### src/logic/ifmc_pkg.sv
`default_nettype none
package ifmc_pkg;
    localparam logic [15:0] ADDR_REQ_LOW = 16'hFFE0;
    localparam logic [15:0] ADDR_REQ_HIGH = 16'hFFE1;
    localparam logic [15:0] ADDR_MASK_LOW = 16'hFFE4;
    localparam logic [15:0] ADDR_MASK_HIGH = 16'hFFE5;
    localparam logic [15:0] ADDR_EDGE_SEL = 16'hFFEC;
    localparam logic [7:0] RST_REQ = 8'h00;
    localparam logic [7:0] RST_MASK = 8'hFF;
    localparam logic [7:0] RST_EDGE = 8'h00;
    localparam logic [7:0] RST_PSW = 8'h02;
    localparam logic [7:0] PSW_FIXED_ONE = 8'h02;
    localparam int PSW_IE_BIT = 7;
    localparam int NUM_SRC = 9;
    localparam int SRC_WDT = 0;
    localparam int SRC_EXT0 = 1;
    localparam int SRC_ADC = 8;
    localparam int EDGE_SEL_POS0 = 2;
    localparam logic [1:0] EDGE_FALL = 2'h0;
    localparam logic [1:0] EDGE_RISE = 2'h1;
    localparam logic [1:0] EDGE_BOTH = 2'h3;
    localparam logic [3:0] NMI_VECTOR_ID = 4'hF;
    localparam logic [3:0] NO_VECTOR_ID = 4'hE;
    typedef enum logic [1:0] {
        IFMC_WDT_INTERVAL = 2'h0,
        IFMC_WDT_MODE1 = 2'h1,
        IFMC_WDT_MODE2 = 2'h2
    } ifmc_wdt_mode_t;
    typedef enum logic [2:0] {
        IFMC_ST_IDLE = 3'h1,
        IFMC_ST_WAIT = 3'h2,
        IFMC_ST_SERVE = 3'h4
    } ifmc_cpu_state_t;
endpackage
`default_nettype wire

### src/logic/ifmc_if.sv
`default_nettype none
interface ifmc_if;
    logic wr_en;
    logic rd_en;
    logic bit_wr;
    logic [2:0] bit_sel;
    logic [15:0] addr;
    logic [7:0] wr_data;
    logic [7:0] rd_data;
    logic ei_cmd;
    logic di_cmd;
    logic psw_wr;
    logic [7:0] psw_wr_data;
    logic [7:0] program_status_word;
    logic irq_pending;
    logic [3:0] irq_id;
    logic irq_ack;
    modport device (
        input wr_en, rd_en, bit_wr, bit_sel, addr, wr_data, ei_cmd, di_cmd, psw_wr, psw_wr_data, irq_ack,
        output rd_data, program_status_word, irq_pending, irq_id
    );
    modport core (
        output wr_en, rd_en, bit_wr, bit_sel, addr, wr_data, ei_cmd, di_cmd, psw_wr, psw_wr_data, irq_ack,
        input rd_data, program_status_word, irq_pending, irq_id
    );
endinterface
`default_nettype wire

### src/logic/ifmc_device.sv
// Function
// - Flag set by source or software, cleared by ack
// - Low request register bit order fixed
// - Request registers reset zero; high only bit0
// - Mask order matches; high mask upper bits one
// - Mask zero enables; masks reset to FFH
// - Acknowledge clears the source flag
// - Watchdog flag writable only in interval mode
// - Watchdog mask reads undefined in watchdog modes
// - Port 2 output changes set external flags
// - Two-bit edge select per external pin
// - Edge select fields at bits 7:2
// - Edge register whole byte; flags allow bits
// - Software sequence for changing edge selection
// - Status bit7 enable, bit1 one, reset 02H
// - Ack saves status and clears enable
// - Enable/disable commands and status byte access
// - Grant needs flag, clear mask, enable set
// - Watchdog non-maskable request beats everything
// - Fixed priority, watchdog highest, adc lowest
`default_nettype none
module ifmc_device (
    input wire logic sys_clk,
    input wire logic rst_n,
    ifmc_if.device bus,
    input wire ifmc_pkg::ifmc_wdt_mode_t wdt_mode,
    input wire logic watchdog_irq,
    input wire logic [2:0] ext_pin,
    input wire logic serial_rx_done_irq,
    input wire logic three_wire_done_irq,
    input wire logic serial_tx_done_irq,
    input wire logic timer8_match_irq,
    input wire logic timer16_match_irq,
    input wire logic adc_done_irq,
    output logic nmi_pending,
    output logic [7:0] edge_sel_out
);
    // ----------------------------------------------------------------
    // Pin synchronisers and edge detect
    // ----------------------------------------------------------------
    logic [2:0] pin_meta_reg, pin_meta_next;
    logic [2:0] pin_sync_reg, pin_sync_next;
    logic [2:0] pin_last_reg, pin_last_next;
    logic [2:0] ext_edge;
    logic [7:0] edge_sel_reg, edge_sel_next;

    always_comb begin
        pin_meta_next = ext_pin;
        pin_sync_next = pin_meta_reg;
        pin_last_next = pin_sync_reg;
    end

    // Pin 2 shares port 2, so driving it as output also lands here
    genvar gi;
    generate
        for (gi = 0; gi < 3; gi++) begin : g_edge
            logic [1:0] sel;
            logic rise, fall;
            assign sel = edge_sel_reg[ifmc_pkg::EDGE_SEL_POS0 + 2 * gi +: 2];
            assign rise = pin_sync_reg[gi] & ~pin_last_reg[gi];
            assign fall = ~pin_sync_reg[gi] & pin_last_reg[gi];
            // Prohibited code 10 detects nothing
            assign ext_edge[gi] = (sel == ifmc_pkg::EDGE_FALL) ? fall :
                                  (sel == ifmc_pkg::EDGE_RISE) ? rise :
                                  (sel == ifmc_pkg::EDGE_BOTH) ? (rise | fall) : 1'b0;
        end
    endgenerate

    // ----------------------------------------------------------------
    // Flags, masks, status word
    // ----------------------------------------------------------------
    logic [8:0] req_reg, req_next;
    logic [8:0] mask_reg, mask_next;
    logic [7:0] psw_reg, psw_next;
    logic [8:0] src_evt;
    logic [8:0] eligible;
    logic [3:0] grant_id;
    logic grant_any;
    logic wdt_interval;
    logic [8:0] wr_low_val, wr_mask_low_val;

    assign wdt_interval = (wdt_mode == ifmc_pkg::IFMC_WDT_INTERVAL);
    // bit order: 0 wdt, 1..3 ext, 4 rx/3-wire, 5 tx, 6 t8, 7 t16, 8 adc
    assign src_evt = {adc_done_irq, timer16_match_irq, timer8_match_irq, serial_tx_done_irq,
                      serial_rx_done_irq | three_wire_done_irq, ext_edge,
                      watchdog_irq & wdt_interval};

    assign eligible = req_reg & ~mask_reg & {9{psw_reg[ifmc_pkg::PSW_IE_BIT]}};

    always_comb begin
        grant_id = ifmc_pkg::NO_VECTOR_ID;
        grant_any = 1'b0;
        for (int i = ifmc_pkg::NUM_SRC - 1; i >= 0; i--) begin
            if (eligible[i]) begin
                grant_id = 4'(i);
                grant_any = 1'b1;
            end
        end
        if (nmi_pending) begin
            grant_id = ifmc_pkg::NMI_VECTOR_ID;
            grant_any = 1'b1;
        end
    end

    always_comb begin
        wr_low_val = {req_reg[8], bus.wr_data};
        wr_mask_low_val = {mask_reg[8], bus.wr_data};
        if (bus.bit_wr) begin
            wr_low_val = req_reg;
            wr_low_val[bus.bit_sel] = bus.wr_data[0];
            wr_mask_low_val = mask_reg;
            wr_mask_low_val[bus.bit_sel] = bus.wr_data[0];
        end
    end

    always_comb begin
        req_next = req_reg;
        mask_next = mask_reg;
        edge_sel_next = edge_sel_reg;
        psw_next = psw_reg;
        if (bus.wr_en) begin
            if (bus.addr == ifmc_pkg::ADDR_REQ_LOW) begin
                req_next[7:1] = wr_low_val[7:1];
                if (wdt_interval) begin
                    req_next[0] = wr_low_val[0];
                end
            end else if (bus.addr == ifmc_pkg::ADDR_REQ_HIGH) begin
                req_next[8] = bus.bit_wr ? ((bus.bit_sel == 3'h0) ? bus.wr_data[0] : req_reg[8])
                                         : bus.wr_data[0];
            end else if (bus.addr == ifmc_pkg::ADDR_MASK_LOW) begin
                mask_next[7:0] = wr_mask_low_val[7:0];
            end else if (bus.addr == ifmc_pkg::ADDR_MASK_HIGH) begin
                mask_next[8] = bus.bit_wr ? ((bus.bit_sel == 3'h0) ? bus.wr_data[0] : mask_reg[8])
                                          : bus.wr_data[0];
            end else if (bus.addr == ifmc_pkg::ADDR_EDGE_SEL && !bus.bit_wr) begin
                edge_sel_next = {bus.wr_data[7:2], 2'h0};
            end
        end
        // Ack clears before hardware sets, so a fresh event survives
        if (bus.irq_ack && grant_any && grant_id != ifmc_pkg::NMI_VECTOR_ID) begin
            req_next[grant_id] = 1'b0;
        end
        req_next = req_next | src_evt;
        if (bus.psw_wr) begin
            psw_next = bus.psw_wr_data | ifmc_pkg::PSW_FIXED_ONE;
        end
        if (bus.ei_cmd) begin
            psw_next[ifmc_pkg::PSW_IE_BIT] = 1'b1;
        end
        if (bus.di_cmd) begin
            psw_next[ifmc_pkg::PSW_IE_BIT] = 1'b0;
        end
        if (bus.irq_ack && grant_any) begin
            psw_next[ifmc_pkg::PSW_IE_BIT] = 1'b0;
        end
    end

    logic nmi_reg, nmi_next;
    always_comb begin
        nmi_next = nmi_reg;
        if (bus.irq_ack && nmi_reg) begin
            nmi_next = 1'b0;
        end
        if (watchdog_irq && !wdt_interval) begin
            nmi_next = 1'b1;
        end
    end
    assign nmi_pending = nmi_reg;

    // ----------------------------------------------------------------
    // Read data
    // ----------------------------------------------------------------
    logic [7:0] rd_reg, rd_next;
    always_comb begin
        rd_next = 8'h00;
        if (bus.addr == ifmc_pkg::ADDR_REQ_LOW) begin
            rd_next = req_reg[7:0];
        end else if (bus.addr == ifmc_pkg::ADDR_REQ_HIGH) begin
            rd_next = {7'h00, req_reg[8]};
        end else if (bus.addr == ifmc_pkg::ADDR_MASK_LOW) begin
            rd_next = mask_reg[7:0];
            // Undefined in watchdog modes; we return bit 0 as zero
            if (!wdt_interval) begin
                rd_next[0] = 1'b0;
            end
        end else if (bus.addr == ifmc_pkg::ADDR_MASK_HIGH) begin
            rd_next = {7'h7F, mask_reg[8]};
        end else if (bus.addr == ifmc_pkg::ADDR_EDGE_SEL) begin
            rd_next = edge_sel_reg;
        end
    end

    always_ff @(posedge sys_clk) begin
        if (!rst_n) begin
            pin_meta_reg <= 3'h0;
            pin_sync_reg <= 3'h0;
            pin_last_reg <= 3'h0;
            req_reg <= {1'b0, ifmc_pkg::RST_REQ};
            mask_reg <= {1'b1, ifmc_pkg::RST_MASK};
            edge_sel_reg <= ifmc_pkg::RST_EDGE;
            psw_reg <= ifmc_pkg::RST_PSW;
            nmi_reg <= 1'b0;
            rd_reg <= 8'h00;
        end else begin
            pin_meta_reg <= pin_meta_next;
            pin_sync_reg <= pin_sync_next;
            pin_last_reg <= pin_last_next;
            req_reg <= req_next;
            mask_reg <= mask_next;
            edge_sel_reg <= edge_sel_next;
            psw_reg <= psw_next;
            nmi_reg <= nmi_next;
            rd_reg <= rd_next;
        end
    end

    assign bus.rd_data = rd_reg;
    assign bus.program_status_word = psw_reg;
    assign bus.irq_pending = grant_any;
    assign bus.irq_id = grant_id;
    assign edge_sel_out = edge_sel_reg;
endmodule
`default_nettype wire

### src/flat_wrapper.sv
// flat-port wrapper written by rule: the top's interface ports become plain ports
module ifmc_device_flat 
  (sys_clk, rst_n, wdt_mode, watchdog_irq, ext_pin, serial_rx_done_irq, three_wire_done_irq, serial_tx_done_irq, timer8_match_irq, timer16_match_irq, adc_done_irq, nmi_pending, edge_sel_out, bus_wr_en, bus_rd_en, bus_bit_wr, bus_bit_sel, bus_addr, bus_wr_data, bus_ei_cmd, bus_di_cmd, bus_psw_wr, bus_psw_wr_data, bus_irq_ack, bus_rd_data, bus_program_status_word, bus_irq_pending, bus_irq_id);
  ifmc_if bus_i ();
  input wire logic sys_clk;
  input wire logic rst_n;
  input wire ifmc_pkg::ifmc_wdt_mode_t wdt_mode;
  input wire logic watchdog_irq;
  input wire logic [2:0] ext_pin;
  input wire logic serial_rx_done_irq;
  input wire logic three_wire_done_irq;
  input wire logic serial_tx_done_irq;
  input wire logic timer8_match_irq;
  input wire logic timer16_match_irq;
  input wire logic adc_done_irq;
  output logic nmi_pending;
  output logic [7:0] edge_sel_out;
  input wire logic [$bits(bus_i.wr_en)-1:0] bus_wr_en;
  input wire logic [$bits(bus_i.rd_en)-1:0] bus_rd_en;
  input wire logic [$bits(bus_i.bit_wr)-1:0] bus_bit_wr;
  input wire logic [$bits(bus_i.bit_sel)-1:0] bus_bit_sel;
  input wire logic [$bits(bus_i.addr)-1:0] bus_addr;
  input wire logic [$bits(bus_i.wr_data)-1:0] bus_wr_data;
  input wire logic [$bits(bus_i.ei_cmd)-1:0] bus_ei_cmd;
  input wire logic [$bits(bus_i.di_cmd)-1:0] bus_di_cmd;
  input wire logic [$bits(bus_i.psw_wr)-1:0] bus_psw_wr;
  input wire logic [$bits(bus_i.psw_wr_data)-1:0] bus_psw_wr_data;
  input wire logic [$bits(bus_i.irq_ack)-1:0] bus_irq_ack;
  output wire logic [$bits(bus_i.rd_data)-1:0] bus_rd_data;
  output wire logic [$bits(bus_i.program_status_word)-1:0] bus_program_status_word;
  output wire logic [$bits(bus_i.irq_pending)-1:0] bus_irq_pending;
  output wire logic [$bits(bus_i.irq_id)-1:0] bus_irq_id;
  assign bus_i.wr_en = bus_wr_en;
  assign bus_i.rd_en = bus_rd_en;
  assign bus_i.bit_wr = bus_bit_wr;
  assign bus_i.bit_sel = bus_bit_sel;
  assign bus_i.addr = bus_addr;
  assign bus_i.wr_data = bus_wr_data;
  assign bus_i.ei_cmd = bus_ei_cmd;
  assign bus_i.di_cmd = bus_di_cmd;
  assign bus_i.psw_wr = bus_psw_wr;
  assign bus_i.psw_wr_data = bus_psw_wr_data;
  assign bus_i.irq_ack = bus_irq_ack;
  assign bus_rd_data = bus_i.rd_data;
  assign bus_program_status_word = bus_i.program_status_word;
  assign bus_irq_pending = bus_i.irq_pending;
  assign bus_irq_id = bus_i.irq_id;
  ifmc_device u_core (.sys_clk(sys_clk), .rst_n(rst_n), .bus(bus_i), .wdt_mode(wdt_mode), .watchdog_irq(watchdog_irq), .ext_pin(ext_pin), .serial_rx_done_irq(serial_rx_done_irq), .three_wire_done_irq(three_wire_done_irq), .serial_tx_done_irq(serial_tx_done_irq), .timer8_match_irq(timer8_match_irq), .timer16_match_irq(timer16_match_irq), .adc_done_irq(adc_done_irq), .nmi_pending(nmi_pending), .edge_sel_out(edge_sel_out));
endmodule
### config.mk
export PLATFORM = sky130hd
export DESIGN_NAME = ifmc_device_flat
export DESIGN_NICKNAME = d
export VERILOG_FILES = /design/src/logic/ifmc_pkg.sv /design/src/logic/ifmc_if.sv /design/src/logic/ifmc_device.sv /design/src/flat_wrapper.sv
export SDC_FILE = /design/constraint.sdc
export NUM_CORES = 1
export LEC_CHECK = 0
export CORE_MARGIN = 4
export CORE_UTILIZATION = 36
export DETAILED_ROUTE_END_ITERATION = 10
export DONT_BUFFER_PORTS = 1
export GPL_TIMING_DRIVEN = 0
export PLACE_DENSITY = 0.56
export SLEW_MARGIN = 20
export SYNTH_ARGS = -nofsm -noshare
export SYNTH_HDL_FRONTEND = slang
export SYNTH_SLANG_ARGS = --single-unit
### constraint.sdc
create_clock -name sys_clk -period 2.5 [get_ports sys_clk]
set_clock_uncertainty 0.15 [all_clocks]
set_input_delay 0.5 -clock sys_clk [delete_from_list [all_inputs] [get_ports sys_clk]]
set_output_delay 0.5 -clock sys_clk [all_outputs]
set_load 0.005 [all_outputs]
Yosys cells after proc, flatten, opt, wreduce, memory -nomap -nowiden
Cells that the tools add are included.
{"block": "totals", "in_bits": 56, "reg_bits": 49, "out_inout_bits": 30, "word_cells": 133}
{"block": "classes", "reduce_logical": 20, "bitwise": 28, "order_cmp": 4, "n_mux": 57, "eq_ne": 13}
{"op": "$eq 16x16->1 const B", "count": 5}
{"op": "$mux 8", "count": 9}
{"op": "$mux 4", "count": 9}
{"op": "$mux 1", "count": 32}
{"op": "$and 9x9->9", "count": 3}
{"op": "$bwmux 9", "count": 2}
{"op": "$mux 9", "count": 2}
{"op": "$not 9->9", "count": 2}
{"op": "$reduce_and 6->1", "count": 2}
{"op": "$not 1->1", "count": 11}
{"op": "$or 9x9->9", "count": 1}
{"op": "$logic_not 2->1", "count": 4}
{"op": "$and 1x1->1", "count": 7}
{"op": "$logic_and 1x1->1", "count": 7}
{"op": "$eq 2x1->1 const B", "count": 3}
{"op": "$eq 2x2->1 const B", "count": 3}
{"op": "$lt 3x5->1 const B", "count": 1}
{"op": "$lt 4x5->1 const B", "count": 1}
{"op": "$demux 1 s4", "count": 1}
{"op": "$ge 4x1->1 const B", "count": 1}
{"op": "$ne 4x4->1 const B", "count": 1}
{"op": "$or 1x1->1", "count": 4}
{"op": "$reduce_and 4->1", "count": 1}
{"op": "$reduce_bool 2->1", "count": 2}
{"op": "7 further kinds", "count": 8}

Depth between registers and ports, before layout
{"block": "depth", "word_depth": 21, "depth_mapped": 7, "depth_no_buf": 7}

Worst setup path before layout
OpenSTA, ideal clock, no wires.
{"block": "synth_path", "path_type": "in2reg", "from": "input bus_addr[4]", "to": "register u_core.mask_reg[0]", "path_slack_ns": 0.486, "cell_stages": 7, "required_ns": 2.221, "arrival_ns": 1.735, "setup_time_ns": 0.129, "n_path_buf": 1, "path_cell_list": "nand4bb_4 > nor4_4 > and3_1 > buf_2 > nand2_1 > mux2i_1 > nand2_1"}
{"block": "synth_between", "elab_chain_cells": 3, "word_cells_on_any_way": 6, "classes_between": "eq/ne: 3; bitwise: 2; reduce/logical: 1"}
{"element": "start, declared", "line": "flat_wrapper.sv:22", "source": "input wire logic [$bits(bus_i.addr)-1:0] bus_addr;"}
{"element": "$eq 16x16->1, on equally long branches", "line": "ifmc_device.sv:122, ifmc_device.sv:127"}
{"element": "$not 1->1 (no source line)"}
{"element": "$reduce_and 4->1 (no source line) (*)"}
{"element": "end signal, assigned", "line": "ifmc_device.sv:199", "source": "mask_reg <= {1'b1, ifmc_pkg::RST_MASK};"}
{"element": "end signal, assigned", "line": "ifmc_device.sv:209", "source": "mask_reg <= mask_next;"}
{"element": "end, declared", "line": "ifmc_device.sv:73", "source": "logic [8:0] mask_reg, mask_next;"}
Every way passes the cells marked *; elsewhere a longest branch is shown, timed or not.
A chain may end at the register's enable or synchronous reset.

Final worst setup path
{"block": "layout_path", "from": "register u_core.mask_reg[3]", "to": "output bus_irq_id[0]"}
{"block": "layout_between", "elab_chain_cells": 8}
{"element": "$not 9->9", "line": "ifmc_device.sv:88", "source": "assign eligible = req_reg & ~mask_reg & {9{psw_reg[ifmc_pkg::PSW_IE_BIT]}};"}
{"element": "$and 9x9->9 (2 in a row)", "line": "ifmc_device.sv:88"}
{"element": "$mux 4 (4 in a row)", "line": "ifmc_device.sv:94", "source": "if (eligible[i]) begin"}
{"element": "$mux 4", "line": "ifmc_device.sv:99", "source": "if (nmi_pending) begin"}
{"element": "end, declared", "line": "flat_wrapper.sv:32", "source": "output wire logic [$bits(bus_i.irq_id)-1:0] bus_irq_id;"}
Every way passes these cells.

==> results.cfg <==
[sta]
grt_setup_unrepaired = no
fin_worst_hold_slack_ns = 0.103
final_cycle_share = 0.951
tightestPinTransition_ns = 0.678
period_needed_ns = 2.38
fin_tns_setup_ns = 0
final-max-slew-violation-count = 0
maxSlewHeadroom = 0.547
timing.final.ws_setup_ns = 0.123
setup_viol = 0
fmax_mhz = 421
final-hold-violation-count = 0

[critical_path]
reg2reg_from = u_core.mask_reg[1]$_SDFFE_PN1P_
worst_setup_path_startpoint = u_core.mask_reg[3]$_SDFFE_PN1P_
cp-endpoint = bus_irq_id[0]
timing_worst_setup_path_type = flip-flop to primary output
worstPathMaxFanout = 7
arrival_ns = 1.73
cp-start-kind = flip-flop
cp.depth = 4
critical_path.reg2reg.endpoint = u_core.req_reg[7]$_SDFF_PN0_
worstRegToRegCells = 6
maximum_single_stage_delay_on_the_critical_path_ns = 0.48
cp_cell_sequence = and2b_1 > a311oi_1 > a221oi_2 > or2_2
crit_slowest_cell = sky130_fd_sc_hd__a221oi_2
worst_ep_required_time_ns = 1.85
critical_path.endpoint_type = primary output
r2r_slack_ns = 0.51
path_delay_family = compound AO/OA/AOI/OAI gates
worst-path-buf-inv = 0

[clocking]
h-tree-depth = 2
tritoncts = yes
ctsRootBufferMaster = sky130_fd_sc_hd__clkbuf_8
clock_path_buffers = 2
clock_insertion_delay_worst_skew_ns = 0.30
cts_sinks = 49
clk_pin_slew_worst_paths_ns = 0.10
numCtsBuffers = 5

[global_routing]
first_global_vias = 2327
grt_max_degree = 17
wire_length_of_the_first_global_routing_pass_um = 11800
grtUsageTotal = 0.170
grt_antenna_before_repair = 0
globalRoute.totalOverflow = 0

[synthesis]
yosys.area_share.adder = 0.0275
multiplexer_share_of_the_synthesized_area = 0.119
synth_top_family_by_area = simple AND/OR/NAND/NOR gates
synth-compound-area-share = 0.165
post_synth_main_area_contributors = sky130_fd_sc_hd__dfxtp_1 (36%), sky130_fd_sc_hd__mux2i_1 (11%), sky130_fd_sc_hd__nand2_1 (5.9%)
mappedNetlistArea_um2 = 2730
synth.yosys.seq_area_share = 0.359
total_number_of_yosys_warnings = 0
synth-edff-count = 0
postSynth.topFlopCell = sky130_fd_sc_hd__dfxtp_1
yosysTopAreaCell = sky130_fd_sc_hd__dfxtp_1
syn_area_per_cell_um2 = 8.19
synth_unique_cells = 47
synthCells = 333
synth_simple_gate_area_share = 0.262
ys_seq_elements = 49
post-synth-top-area-fraction = 0.359
ys_async_sr_fraction = 0
synthesized_area_fraction_occupied_by_xor_and_xnor_cells = 0

[pwr]
cell_internal_pwr_mw = 1.09
power.net_switching_uw = 405
p_clk_frac = 0.355
finalPower_mw = 1.49
power.share.switching = 0.271
irDropWorstVdd_v = 0.000314
power.combinational.fraction = 0.097
power.density_cell_area_nw_per_um2 = 505
pwr-share-seq = 0.548
leakagePower_nw = 1.22

[drt]
count_of_tritonroute_iterations_in_the_first_routing_pass = 4
finalWirelength_um = 7410
detail-route-antenna-nets = 0
via_per_inst = 5.30
drt_iter0_markers = 121
routed-via-count = 2336
route.detailed.wl_per_inst_um = 16.8
drc = 0

[floorplan]
start_util = 0.374
io_pins = 86
placeableCoreArea_um2 = 7290
fp.dieH_um = 95.1
die_width_um = 95.1
fp-row-count = 31
design.die.area_um2 = 9040

[min_path]
holdCritPathClass = primary input to flip-flop

[run_status]
outcome = finished clean

[finish]
insertedDiodeCount = 0
syn2layout_area_growth_pct = 8.39
post_route_cells_drive_above_1_share = 0.0760
final_nets = 403
n_fill_cell = 799
layout.cells.non_filler = 441

[placement]
place.gp.congestion = 0.945
placedCellCount = 433
detailedPlace.worstSlack_ns = 0.142
place.port_buffers = 0
place_hpwl_um = 5710

[run]
max_cap_viol_count = 0
==> layout by cell type (no fill, tap or decap), drive strengths merged, types with 2 or more instances in the layout <==
master,netlist,layout
a211oi,2,2
a21o,3,3
a21oi,7,7
a22oi,9,9
a2bb2oi,2,2
a311oi,2,2
and2,8,8
and2b,2,2
and3,4,4
buf,6,6
clkbuf,11,17
conb,2,3
dfxtp,49,49
ha,6,6
inv,24,25
mux2,3,3
mux2i,29,29
nand2,43,43
nand2b,8,8
nand3,10,10
nand3b,2,2
nand4,6,6
nor2,36,36
nor2b,9,9
nor3,2,2
nor4,4,4
o21a,4,4
o21ai,26,26
or2,2,2
==> repair_timing <==
action	in CTS	in global routing
gates resized for setup	0	3
setup endpoints to repair	0	4
setup buffers	0	0
hold endpoints to repair	0	0
hold buffers	0	0
==> worst min path at each step <==
stage,cells past startpoint,slack [ns],startpoint,end
after floorplan,1,0.26,u_core.pin_meta_reg[0]$_SDFF_PN0_,u_core.pin_last_next[0]$_SDFF_PN0_
after global placement,1,0.27,u_core.pin_meta_reg[2]$_SDFF_PN0_,u_core.pin_last_next[2]$_SDFF_PN0_
after detailed placement,1,0.27,u_core.pin_meta_reg[1]$_SDFF_PN0_,u_core.pin_last_next[1]$_SDFF_PN0_
after CTS,1,0.09,bus_di_cmd,u_core.bus.program_status_word[7]$_SDFFE_PP0P_
after global routing,1,0.08,bus_di_cmd,u_core.bus.program_status_word[7]$_SDFFE_PP0P_
final,1,0.10,bus_di_cmd,u_core.bus.program_status_word[7]$_SDFFE_PP0P_
==> per-stage QoR <==
stage / util / area (um2)
after global routing: 0.406 / 2960
after floorplan: - / 2730
final: 0.406 / 2960
after detailed placement: 0.392 / 2860
after global placement: 0.392 / 2860
after CTS: 0.405 / 2960
==> synth_stat cells (all sizes together) (3+ instances only) <==
cell	number
inv	24
nand4	6
clkbuf	11
mux2	3
o21ai	26
nor4	4
nor2b	9
o21a	4
a21o	3
nand2	43
and2	8
nand3	10
mux2i	29
nor2	36
dfxtp	49
a22oi	9
and3	4
buf	6
nand2b	8
a21oi	7
ha	6
==> power by group through the flow <==
stage                     clock [mW]  combinational, mW  sequential (mW)
after floorplan                    0              0.111            0.832
after global placement             0              0.143            0.837
after detailed placement           0              0.144            0.837
after CTS                      0.555              0.145            0.820
after global routing           0.587              0.164            0.823
final                          0.530              0.144            0.819
==> worst register-to-register path, delay by kind of cell, from the launching register on <==
family / cells / cell delay, ns
flip-flops: 1 / 0.36
AND/OR/NAND/NOR: 2 / 0.50
AO/OA/AOI/OAI: 4 / 0.87
==> final cells by class <==
type	instances	area (um2)	area share
Sequential cell	49	981	0.332
Inverter	24	90.1	0.0305
Buffer	17	86.3	0.0292
Multi-Input combinational cell	244	1580	0.533
Tap cell	99	124	0.0419
Clock inverter	2	17.5	0.00592
Clock buffer	6	82.6	0.0279
==> logic make-up after synthesis <==
| kind of cell | after synthesis |
|---|---|
| simple gates | 138 |
| buf+inv | 41 |
| other cells | 2 |
| compound gates | 65 |
| fa+ha+maj | 6 |
| flops | 49 |
| mux | 32 |
==> per-layer routing <==
metal  up-vias  share of wire  GRT usage
li1       1156              -          -
met1      1064           0.40      0.216
met2       106           0.47      0.278
met3        10           0.11     0.0521
met4         0          0.015     0.0469
met5         -              0          0
Power figures use the tool's default switching activity.
